--- src/bax_cfg.svh ---
`ifndef BAX_CFG_SVH
`define BAX_CFG_SVH

// ============================================================
// Register port map
`define BAX_FILE_LAST 8'h7f
`define BAX_ADDR_ACC 8'h80
`define BAX_ADDR_FLAGS 8'h81
`define BAX_ADDR_PC_LO 8'h82
`define BAX_ADDR_PC_HI 8'h83
`define BAX_ADDR_STATE 8'h84

// ============================================================
// Field positions and widths
`define BAX_FLAG_CARRY 0
`define BAX_FLAG_NIBBLE 1
`define BAX_FLAG_ZERO 2
`define BAX_PC_W 15
`define BAX_PC_HI_W 7
`define BAX_FILE_DEPTH 128

// ============================================================
// Reset values and the counter step
`define BAX_ACC_RST 8'h00
`define BAX_PC_RST 15'h0000
`define BAX_PC_STEP 15'h0001

`endif

--- src/bax_pkg.sv ---
`default_nettype none
package bax_pkg;

    typedef enum logic [2:0] {
        BAX_OP_NOP = 3'h0,
        BAX_OP_ADD = 3'h1,
        BAX_OP_ADDC = 3'h2,
        BAX_OP_ASR = 3'h3,
        BAX_OP_BCLR = 3'h4,
        BAX_OP_BTSC = 3'h5,
        BAX_OP_JUMP = 3'h6
    } bax_op_e;

    typedef enum logic [2:0] {
        BAX_ST_RUN = 3'h1,
        BAX_ST_SKIP = 3'h2,
        BAX_ST_FLUSH = 3'h4
    } bax_state_e;

    typedef struct packed {
        bax_op_e op;
        logic [6:0] faddr;
        logic dest;
        logic [2:0] bitpos;
        logic [8:0] offset;
    } bax_instr_s;

    typedef struct packed {
        logic zero;
        logic nibble_carry_flag;
        logic carry;
    } bax_flags_s;

endpackage
`default_nettype wire

--- src/bax_add8.sv ---
`default_nettype none
module bax_add8 (
    input wire logic [7:0] a,
    input wire logic [7:0] b,
    input wire logic cin,
    output logic [7:0] sum,
    output logic cout,
    output logic nibble_cout
);

    logic [4:0] low;
    logic [4:0] high;

    // ============================================================
    // Split at the nibble so the bit 3 carry comes out directly
    always_comb begin
        low = {1'b0, a[3:0]} + {1'b0, b[3:0]} + {4'h0, cin};
        high = {1'b0, a[7:4]} + {1'b0, b[7:4]} + {4'h0, low[4]};
        sum = {high[3:0], low[3:0]};
        cout = high[4];
        nibble_cout = low[4];
    end

endmodule // bax_add8
`default_nettype wire

--- src/bax_core.sv ---
// Implementation choices: the plain strobed port and the address map.
`include "bax_cfg.svh"
`default_nettype none
module bax_core (
    input wire logic clk,
    input wire logic rst,
    input wire logic instr_valid,
    input wire bax_pkg::bax_instr_s instr,
    output logic instr_ready,
    input wire logic [7:0] reg_addr,
    input wire logic [7:0] reg_wdata,
    input wire logic reg_wr,
    input wire logic reg_rd,
    output logic [7:0] reg_rdata,
    output logic [7:0] acc,
    output bax_pkg::bax_flags_s flags,
    output logic [`BAX_PC_W-1:0] pc,
    output logic retire,
    output logic discard
);

    // ============================================================
    // Helpers
    function automatic logic [7:0] bit_mask(input logic [2:0] pos);
        bit_mask = 8'h01 << pos;
    endfunction

    function automatic logic is_file_addr(input logic [7:0] a);
        is_file_addr = (a <= `BAX_FILE_LAST);
    endfunction

    // Flag bits follow the port layout, which matches the packed struct order
    function automatic logic [7:0] flags_to_byte(
        input bax_pkg::bax_flags_s f
    );
        flags_to_byte = 8'h00;
        flags_to_byte[`BAX_FLAG_CARRY] = f.carry;
        flags_to_byte[`BAX_FLAG_NIBBLE] = f.nibble_carry_flag;
        flags_to_byte[`BAX_FLAG_ZERO] = f.zero;
    endfunction

    function automatic bax_pkg::bax_flags_s flags_from_byte(
        input logic [7:0] b
    );
        flags_from_byte.carry = b[`BAX_FLAG_CARRY];
        flags_from_byte.nibble_carry_flag = b[`BAX_FLAG_NIBBLE];
        flags_from_byte.zero = b[`BAX_FLAG_ZERO];
    endfunction

    // ============================================================
    // State
    logic [7:0] file_mem [0:`BAX_FILE_DEPTH-1];
    logic [7:0] acc_r;
    logic [7:0] acc_nxt;
    bax_pkg::bax_flags_s flags_r;
    bax_pkg::bax_flags_s flags_nxt;
    logic [`BAX_PC_W-1:0] pc_r;
    logic [`BAX_PC_W-1:0] pc_nxt;
    bax_pkg::bax_state_e state_r;
    bax_pkg::bax_state_e state_nxt;
    bax_pkg::bax_op_e last_op_r;
    bax_pkg::bax_op_e last_op_nxt;
    logic retire_r;
    logic retire_nxt;
    logic discard_r;
    logic discard_nxt;
    logic [7:0] rdata_r;
    logic [7:0] rdata_nxt;

    logic mem_we;
    logic [6:0] mem_waddr;
    logic [7:0] mem_wdata;

    logic take;
    logic [7:0] fval;
    logic [7:0] sum;
    logic add_cout;
    logic add_nibble;
    logic add_cin;
    logic [7:0] result;
    logic [`BAX_PC_W-1:0] pc_inc;
    logic [`BAX_PC_W-1:0] jump_ofs;

    // ============================================================
    // Datapath
    assign fval = file_mem[instr.faddr];
    assign take = instr_valid && instr_ready;
    assign pc_inc = pc_r + `BAX_PC_STEP;
    assign jump_ofs = {{(`BAX_PC_W-9){instr.offset[8]}}, instr.offset};
    // Plain add never sees the old carry
    assign add_cin = (instr.op == bax_pkg::BAX_OP_ADDC) && flags_r.carry;

    bax_add8 u_add (
        .a(acc_r),
        .b(fval),
        .cin(add_cin),
        .sum(sum),
        .cout(add_cout),
        .nibble_cout(add_nibble)
    );

    // ============================================================
    // Sequencer
    // The flush cycle stalls the source for one cycle; a word
    // still offered after it is taken and executed normally.
    always_comb begin
        instr_ready = (state_r != bax_pkg::BAX_ST_FLUSH);
    end

    // ============================================================
    // Next state
    always_comb begin
        acc_nxt = acc_r;
        flags_nxt = flags_r;
        pc_nxt = pc_r;
        state_nxt = state_r;
        last_op_nxt = last_op_r;
        mem_we = 1'b0;
        mem_waddr = reg_addr[6:0];
        mem_wdata = reg_wdata;
        result = 8'h00;

        // Software writes first; an instruction in the same
        // cycle overrides it, and its file write replaces any port file write.
        if (reg_wr) begin
            if (is_file_addr(reg_addr)) begin
                mem_we = 1'b1;
            end else begin
                case (reg_addr)
                    `BAX_ADDR_ACC: begin
                        acc_nxt = reg_wdata;
                    end
                    `BAX_ADDR_FLAGS: begin
                        flags_nxt = flags_from_byte(reg_wdata);
                    end
                    `BAX_ADDR_PC_LO: begin
                        pc_nxt[7:0] = reg_wdata;
                    end
                    `BAX_ADDR_PC_HI: begin
                        pc_nxt[`BAX_PC_W-1:8] =
                            reg_wdata[`BAX_PC_HI_W-1:0];
                    end
                    default: begin
                    end
                endcase
            end
        end

        case (state_r)
            bax_pkg::BAX_ST_RUN: begin
                if (take) begin
                    pc_nxt = pc_inc;
                    last_op_nxt = instr.op;
                    case (instr.op)
                        bax_pkg::BAX_OP_ADD,
                        bax_pkg::BAX_OP_ADDC: begin
                            result = sum;
                            flags_nxt.carry = add_cout;
                            flags_nxt.nibble_carry_flag = add_nibble;
                            flags_nxt.zero = (sum == 8'h00);
                            if (instr.dest) begin
                                mem_we = 1'b1;
                                mem_waddr = instr.faddr;
                                mem_wdata = result;
                            end else begin
                                acc_nxt = result;
                            end
                        end
                        bax_pkg::BAX_OP_ASR: begin
                            result = {fval[7], fval[7:1]};
                            flags_nxt.carry = fval[0];
                            flags_nxt.zero = (result == 8'h00);
                            if (instr.dest) begin
                                mem_we = 1'b1;
                                mem_waddr = instr.faddr;
                                mem_wdata = result;
                            end else begin
                                acc_nxt = result;
                            end
                        end
                        bax_pkg::BAX_OP_BCLR: begin
                            result = fval & ~bit_mask(instr.bitpos);
                            mem_we = 1'b1;
                            mem_waddr = instr.faddr;
                            mem_wdata = result;
                        end
                        bax_pkg::BAX_OP_BTSC: begin
                            if ((fval & bit_mask(instr.bitpos)) == 8'h00) begin
                                state_nxt = bax_pkg::BAX_ST_SKIP;
                            end
                        end
                        bax_pkg::BAX_OP_JUMP: begin
                            pc_nxt = pc_inc + jump_ofs;
                            state_nxt = bax_pkg::BAX_ST_FLUSH;
                        end
                        default: begin
                        end
                    endcase
                end
            end
            bax_pkg::BAX_ST_SKIP: begin
                // Word consumed as a no-op: only the counter moves
                if (take) begin
                    pc_nxt = pc_inc;
                    state_nxt = bax_pkg::BAX_ST_RUN;
                end
            end
            bax_pkg::BAX_ST_FLUSH: begin
                state_nxt = bax_pkg::BAX_ST_RUN;
            end
            default: begin
                state_nxt = bax_pkg::BAX_ST_RUN;
            end
        endcase
    end

    // ============================================================
    // Register read port
    always_comb begin
        rdata_nxt = 8'h00;
        if (reg_rd) begin
            if (is_file_addr(reg_addr)) begin
                rdata_nxt = file_mem[reg_addr[6:0]];
            end else begin
                case (reg_addr)
                    `BAX_ADDR_ACC: begin
                        rdata_nxt = acc_r;
                    end
                    `BAX_ADDR_FLAGS: begin
                        rdata_nxt = flags_to_byte(flags_r);
                    end
                    `BAX_ADDR_PC_LO: begin
                        rdata_nxt = pc_r[7:0];
                    end
                    `BAX_ADDR_PC_HI: begin
                        rdata_nxt = {1'b0, pc_r[`BAX_PC_W-1:8]};
                    end
                    `BAX_ADDR_STATE: begin
                        rdata_nxt = {2'h0, last_op_r, state_r};
                    end
                    default: begin
                        rdata_nxt = 8'h00;
                    end
                endcase
            end
        end
    end

    // ============================================================
    // Registers
    always_ff @(posedge clk) begin
        if (rst) begin
            acc_r <= `BAX_ACC_RST;
            flags_r <= '0;
            pc_r <= `BAX_PC_RST;
            state_r <= bax_pkg::BAX_ST_RUN;
            last_op_r <= bax_pkg::BAX_OP_NOP;
        end else begin
            acc_r <= acc_nxt;
            flags_r <= flags_nxt;
            pc_r <= pc_nxt;
            state_r <= state_nxt;
            last_op_r <= last_op_nxt;
        end
    end

    // ============================================================
    // Completion pulses
    always_comb begin
        retire_nxt = take && (state_r == bax_pkg::BAX_ST_RUN);
        discard_nxt = take && (state_r == bax_pkg::BAX_ST_SKIP);
    end

    always_ff @(posedge clk) begin
        if (rst) begin
            retire_r <= 1'b0;
            discard_r <= 1'b0;
        end else begin
            retire_r <= retire_nxt;
            discard_r <= discard_nxt;
        end
    end

    // ============================================================
    // Read data
    // Zero outside the answer cycle so stale bytes never linger
    always_ff @(posedge clk) begin
        if (rst) begin
            rdata_r <= 8'h00;
        end else begin
            rdata_r <= rdata_nxt;
        end
    end

    // File contents are data, not control, so they carry no reset
    always_ff @(posedge clk) begin
        if (mem_we) begin
            file_mem[mem_waddr] <= mem_wdata;
        end
    end

    // ============================================================
    // Outputs
    assign acc = acc_r;
    assign flags = flags_r;
    assign pc = pc_r;
    assign retire = retire_r;
    assign discard = discard_r;
    assign reg_rdata = rdata_r;

endmodule // bax_core
`default_nettype wire

--- config.mk ---
export PLATFORM = sky130hd
export DESIGN_NAME = bax_core
export DESIGN_NICKNAME = d
export VERILOG_FILES = /design/src/bax_pkg.sv /design/src/bax_add8.sv /design/src/bax_core.sv
export VERILOG_INCLUDE_DIRS = /design/src
export SDC_FILE = /design/constraint.sdc
export NUM_CORES = 2
export LEC_CHECK = 0
export BUFFER_PORTS_ARGS = -buffer_cell sky130_fd_sc_hd__buf_2
export CORE_MARGIN = 4
export CORE_UTILIZATION = 52
export DETAILED_ROUTE_END_ITERATION = 12
export GPL_ROUTABILITY_DRIVEN = 0
export PLACE_DENSITY_LB_ADDON = 0.05
export SLEW_MARGIN = 30
export SYNTH_ARGS = -nofsm -noshare
export SYNTH_HDL_FRONTEND = slang
export SYNTH_HIERARCHICAL = 1
export SYNTH_SLANG_ARGS = --single-unit
--- constraint.sdc ---
create_clock -name clk -period 19.4 [get_ports clk]
set_input_delay 3.88 -clock clk [delete_from_list [all_inputs] [get_ports clk]]
set_output_delay 3.88 -clock clk [all_outputs]
set_load 0.005 [all_outputs]
# Yosys cells after proc, flatten, opt, wreduce, memory -nomap -nowiden
# Memory sizes are Yosys's and may differ from the RTL's.
# Cells that the tools add are included.
dict set report word_totals {
  regBits 42
  latch_bits 0
  romBits 0
  mem_bits_rw 1024
  n_memories 1
}
dict set report op_classes {
  addsub 6
  n_lt_le_gt_ge 1
  n_reduce_logical 12
  multipliers 0
  n_shift 1
  bitwise_logic 4
  n_mux 48
  eq_ne 18
  n_div 0
}
# name depth width rd rd_clocked_by_memory_dff write_ports line_no
set memory_table {}
lappend memory_table {file_mem 128 8 2 0 1 bax_core.sv:52} ;# logic [7:0] file_mem [0:`BAX_FILE_DEPTH-1];
# op n
set ops {}
lappend ops {{two-way mux 8 bit} 13}
lappend ops {{two-way mux 15 bit} 5}
lappend ops {{equality test 8 bit (second input constant)} 5}
lappend ops {{one-hot mux 8 bit (5 select lines)} 1}
lappend ops {{one-hot mux 15 bit (2 select lines)} 1}
lappend ops {{two-way mux 7 bit} 4}
lappend ops {{logical NOT 8 bit} 3}
lappend ops {{two-way mux 3 bit} 8}
lappend ops {{one-hot mux 8 bit (3 select lines)} 1}
lappend ops {{AND 8 bit} 2}
lappend ops {{one-hot mux 8 bit (2 select lines)} 1}
lappend ops {{adder 15 x 1 -> 15 bit (second input constant)} 1}
lappend ops {{adder 15 bit} 1}
lappend ops {{one-hot mux 7 bit (2 select lines)} 1}
lappend ops {{one-hot mux 3 bit (2 select lines)} 2}
lappend ops {{adder 4 x 4 -> 5 bit} 2}
lappend ops {{adder 5 x 1 -> 5 bit} 2}
lappend ops {{equality test 3 x 2 -> 1 bit (second input constant)} 3}
lappend ops {{equality test 3 bit (second input constant)} 3}
lappend ops {{less-or-equal comparator 8 x 7 -> 1 bit (second input constant)} 1}
lappend ops {{two-way mux 1 bit} 8}
lappend ops {{inverter 8 bit} 1}
lappend ops {{left shift 1 x 3 -> 8 bit (first input constant)} 1}
lappend ops {{equality test 3 x 1 -> 1 bit (second input constant)} 2}
lappend ops {{other kinds (10)} 18}

# Longest topological paths before layout
dict set report depth {
  depth_word 9
  depth_mapped 26
  ltp_nobuf 21
}

# Cells and area by module
# Netlist, hierarchy kept.
# mod area_each_um2 seq_area_each_um2 cells_each n_inst
set modules_own_cells {}
lappend modules_own_cells {bax_core 51599.5 31590.3 2771 1}
lappend modules_own_cells {bax_add8 287.8 0.0 33 1}

# Worst setup path before layout
# Ideal clock, no wire load.
dict set report synth_timing {
  kind {input to register}
  startpoint {in instr[13] (netlist bit)}
  endpoint {mem file_mem[0][5], data pin}
  cell_stages 25
  path_slack_ps 6568
  arrival_ps 11904
  t_required_ps 18472
  path_buffers 5
  setup_time_ps 928
  cell_sequence {buf_6 buf_12 buf_6 buf_6 buf_4 mux4_2 a22oi_1 o2111ai_1 a31oi_2 inv_1 inv_1 fa_1 inv_1 fa_1 a21o_2 a21o_1 fa_1 inv_1 fa_1 inv_1 mux2i_1 o21ai_0 a31oi_1 a21boi_0 a2bb2oi_1}
}
dict set report synth_via {
  elab_chain_len 8
}
# element line_no
set synth_rtl {}
lappend synth_rtl {{start: declaration} bax_core.sv:8} ;# input wire bax_pkg::bax_instr_s instr,
lappend synth_rtl {{memory read (128 x 8 bit)} -}
lappend synth_rtl {{via fval[0]} bax_core.sv:75} ;# logic [7:0] fval;
lappend synth_rtl {{adder 4 x 4 -> 5 bit} bax_add8.sv:17} ;# low = {1'b0, a[3:0]} + {1'b0, b[3:0]} + {4'h0, cin};
lappend synth_rtl {{adder 5 x 1 -> 5 bit} bax_add8.sv:17}
lappend synth_rtl {{via add_nibble} bax_core.sv:78} ;# logic add_nibble;
lappend synth_rtl {{adder 5 x 1 -> 5 bit} bax_add8.sv:18} ;# high = {1'b0, a[7:4]} + {1'b0, b[7:4]} + {4'h0, low[4]};
lappend synth_rtl {{via sum[5]} bax_core.sv:76} ;# logic [7:0] sum;
lappend synth_rtl {{two-way mux 8 bit} bax_core.sv:161} ;# if (instr.dest) begin
lappend synth_rtl {{one-hot mux 8 bit (3 select lines)} bax_core.sv:154} ;# case (instr.op)
lappend synth_rtl {{two-way mux 8 bit} bax_core.sv:151} ;# if (take) begin
lappend synth_rtl {{two-way mux 8 bit} bax_core.sv:149} ;# case (state_r)
lappend synth_rtl {{via mem_wdata[5]} bax_core.sv:72} ;# logic [7:0] mem_wdata;
lappend synth_rtl {{end: declaration} bax_core.sv:52}
# The timed path passes the listed nets, and every way through them passes these cells.

# Final worst setup path
dict set report layout_timing {
  startpoint {in instr[13] (netlist bit)}
  endpoint {mem file_mem[123][5], data pin}
}
# Same word-level chain as after synthesis.

==> metrics.txt <==
outcome=completed; Global Route met1 Usage=44.4%; share of cells above drive strength 1=34.3%; Power Density=97.5 nW/um2; Seq cells post-synth=1066; Layout Skew=0.0279 ns; CTS root buffer=clkbuf_16; fin crit period=11.70 ns; gr ovfl total=0; first-pass detailed-route iteration total=6; switch share=25.1%; crit path capture type=flip-flop; post-CTS sizing=0; LEAKAGE=18.2 nW; starting density of the core=52.6%; Clock Pin Slew Worst Setup and Hold Paths=0.06 ns; CP max FO=97; VDD IR max=0.0000781 V; crit path DAT=12.09 ns; Seq/Total Area, Yosys=60.9%; Site Rows=115; # clock sinks=1066; syn nets=2875; I/O Buffers=80; hold_buf cts=0; logic gate share of total power=12.7%; Startpoint Class=primary input; core area=98700 um2; Max-cap violations=0; Slew Viols, Final=0; # H-tree levels=3; initial antenna violation count=6; period utilization=60.3%; largest net degree at the start of global routing=144; Final Hold Viols=0; synthesized area per cell=18.5 um2; Post-Syn Area=51900 um2; met3 global-route usage=7.32%; met2 Usage GRT=45.9%; Async SR Flop Fraction=0%; Area Overhead vs Synth=10.9%; # DRC=0; CTS Buffer Depth=3; fillers=7298; total power=0.00561 W; P_int=0.00420 W; FMAX=85.4 MHz; WL final=157000 um; Clock Latency Late Sink=0.71 ns; WL/cell=37.1 um; Synth Warn #=6; Vias per Instance=7.16; setup TNS=0 ns; Primary FF master, synth=edfxtp_1; synth unique cells=74; DP Wirelength=101000 um; Net Switching=0.00141 W; Antenna Nets Post-Route=0; number of top-level pins=81; vias=30.4k; Multi-input gate area=19400 um2; Register Area=31600 um2; first-pass GRT wire length=225000 um; CTS buffer count=112; Die W=324 um; post-CTS setup buffers=0; die area=105000 um2; Worst Max-Slew Pin Slew=1.14 ns; Top Usage Layer GRT=met2; unrepaired setup endpoints after global routing=no; worst path required time=19.79 ns; share of power burned in registers=47.9%; Layout Nets=2929; Die Ht=324 um; CP Class=primary input to flip-flop; final setup vio count=0; Post-synth EDFFs=1024; TritonCTS clock tree=built; min-delay worst type=flip-flop to flip-flop; vias in the first global route=30.5k; Slew headroom=23.9%; Clk network pwr share=39.4%; Mapped Cells=2804; initial DRC count=4003; overall fraction of global-route tracks in use=30.4%
[worst paths after layout]
check | startpoint | to | slack (ns) | cells past startpoint
setup / recovery | instr[13] | file_mem[123][5]$_DFFE_PP_ | 7.70 | 27
hold / removal | last_op_r[0]$_SDFFE_PP0P_ | last_op_r[0]$_SDFFE_PP0P_ | 0.46 | 2
setup reg to reg | file_mem[117][2]$_DFFE_PP_ | file_mem[123][5]$_DFFE_PP_ | 11.96 | 20
hold reg to reg | last_op_r[0]$_SDFFE_PP0P_ | last_op_r[0]$_SDFFE_PP0P_ | 0.46 | 2
[registers in the layout, indices dropped and copies added (netlist names), 3 cells and up]
register / cells
file_mem: 1024
pc: 15
acc: 8
reg_rdata: 8
flags: 3
last_op_r: 3
state_r: 3
[per-layer routing]
layer,part of all wire (%),wire (um),vias to the layer above
met3,10,15800,310
met2,46,72500,1775
met4,3.9,6090,6
met5,0.022,34,-
li1,-,-,12100
met1,40,62900,16200
[layout by cell type (no fill, tap or decap), types with 42 or more instances in the layout]
cell and n:
nor2_1 107, buf_4 62, nor2_2 80, edfxtp_1 1024, clkbuf_16 115, buf_2 74, mux2i_1 135, dfxtp_1 42
a22oi_1 75, mux4_2 566, nand2_1 66
[logic make-up (layout without fill, tap and decap cells)]
kind of cell	after synthesis	after routing	share of synthesized area, %
AND/OR/NAND/NOR	381	381	3.38
buffers and inverters	247	396	2.33
AO/OA/AOI/OAI	342	342	4.79
multiplexers	712	712	27.4
XOR/XNOR	29	29	0.490
flip-flops	1066	1066	60.9
other	0	3	0
adder cells (fa/ha/maj)	27	27	0.723
[worst max-delay path, stage by stage]
cell	delay, ns
buf_8	0.56
buf_12	0.66
buf_4	0.44
buf_16	0.31
mux2i_1	0.26
a22oi_1	0.09
a31oi_1	0.20
o2111ai_1	0.45
a31oi_2	0.46
inv_1	0.11
inv_1	0.10
fa_1	0.21
inv_1	0.06
fa_1	0.40
a21o_2	0.22
a21o_1	0.20
fa_1	0.41
inv_1	0.09
fa_1	0.40
inv_1	0.12
mux2i_1	0.08
o21ai_0	0.17
a31oi_1	0.10
a21boi_0	0.40
a2bb2oi_4	0.15
buf_4	0.47
buf_4	0.70
[final cells by class]
class,count,area share [%]
flip-flops and latches,1066,54.9
multi-input cells,1491,33.7
clock buffers,134,5.12
well taps,1287,2.80
repair buffers,148,1.82
clock inverters,75,1.40
inverters,39,0.254
diodes,3,0.0130
[cells in the mapped netlist (all sizes together) (3+ instances only)]
library cell | number | area share, %
edfxtp | 1024 | 59
mux4 | 566 | 25
nor2 | 187 | 1.4
mux2i | 135 | 2.6
clkbuf | 108 | 0.78
buf | 100 | 1.3
a22oi | 75 | 1.1
nand2 | 69 | 0.50
o21ai | 44 | 0.42
a21oi | 43 | 0.42
dfxtp | 42 | 1.6
inv | 39 | 0.28
a221oi | 36 | 0.66
o22ai | 27 | 0.33
ha | 22 | 0.53
xnor2 | 22 | 0.37
nand3 | 21 | 0.20
nor3 | 19 | 0.20
nand2b | 18 | 0.22
a22o | 17 | 0.29
a31oi | 15 | 0.20
nor2b | 13 | 0.16
mux2 | 11 | 0.24
nor4 | 11 | 0.18
o221ai | 11 | 0.19
a41oi | 10 | 0.17
o31ai | 9 | 0.13
a21o | 8 | 0.12
o21a | 8 | 0.12
o22a | 8 | 0.14
nand3b | 7 | 0.10
nand4 | 7 | 0.084
or3 | 7 | 0.084
xor2 | 7 | 0.12
and2 | 6 | 0.072
and3 | 6 | 0.072
a211oi | 5 | 0.072
fa | 5 | 0.19
a211o | 4 | 0.068
or2 | 4 | 0.048
a21boi | 3 | 0.051
nor3b | 3 | 0.053
[stage by stage]
step | worst slack (ns) | std cells | hold WS [ns] | cell area [um2] | utilization [%]
detailed placement | 6.97 | 4030 | 0.452 | 53700 | 54.4
global route | 7.21 | 4240 | 0.492 | 57600 | 58.3
CTS | 7.72 | 4239 | 0.460 | 57500 | 58.2
floorplan | 6.57 | 2804 | 0.436 | 51900 | -
finish | 7.70 | 4243 | 0.461 | 57600 | 58.3
global placement | 7.14 | 4030 | 0.447 | 53500 | 54.2
[power groups by stage]
stage / Clock, W / Combinational (W) / Sequential, W
floorplan: 0 / 0.000433 / 0.00275
global placement: 0 / 0.000679 / 0.00274
detailed placement: 0 / 0.000700 / 0.00274
CTS: 0.00224 / 0.000702 / 0.00269
global route: 0.00234 / 0.000754 / 0.00269
finish: 0.00221 / 0.000712 / 0.00269
Note: power is estimated with default switching activity, not from simulation.
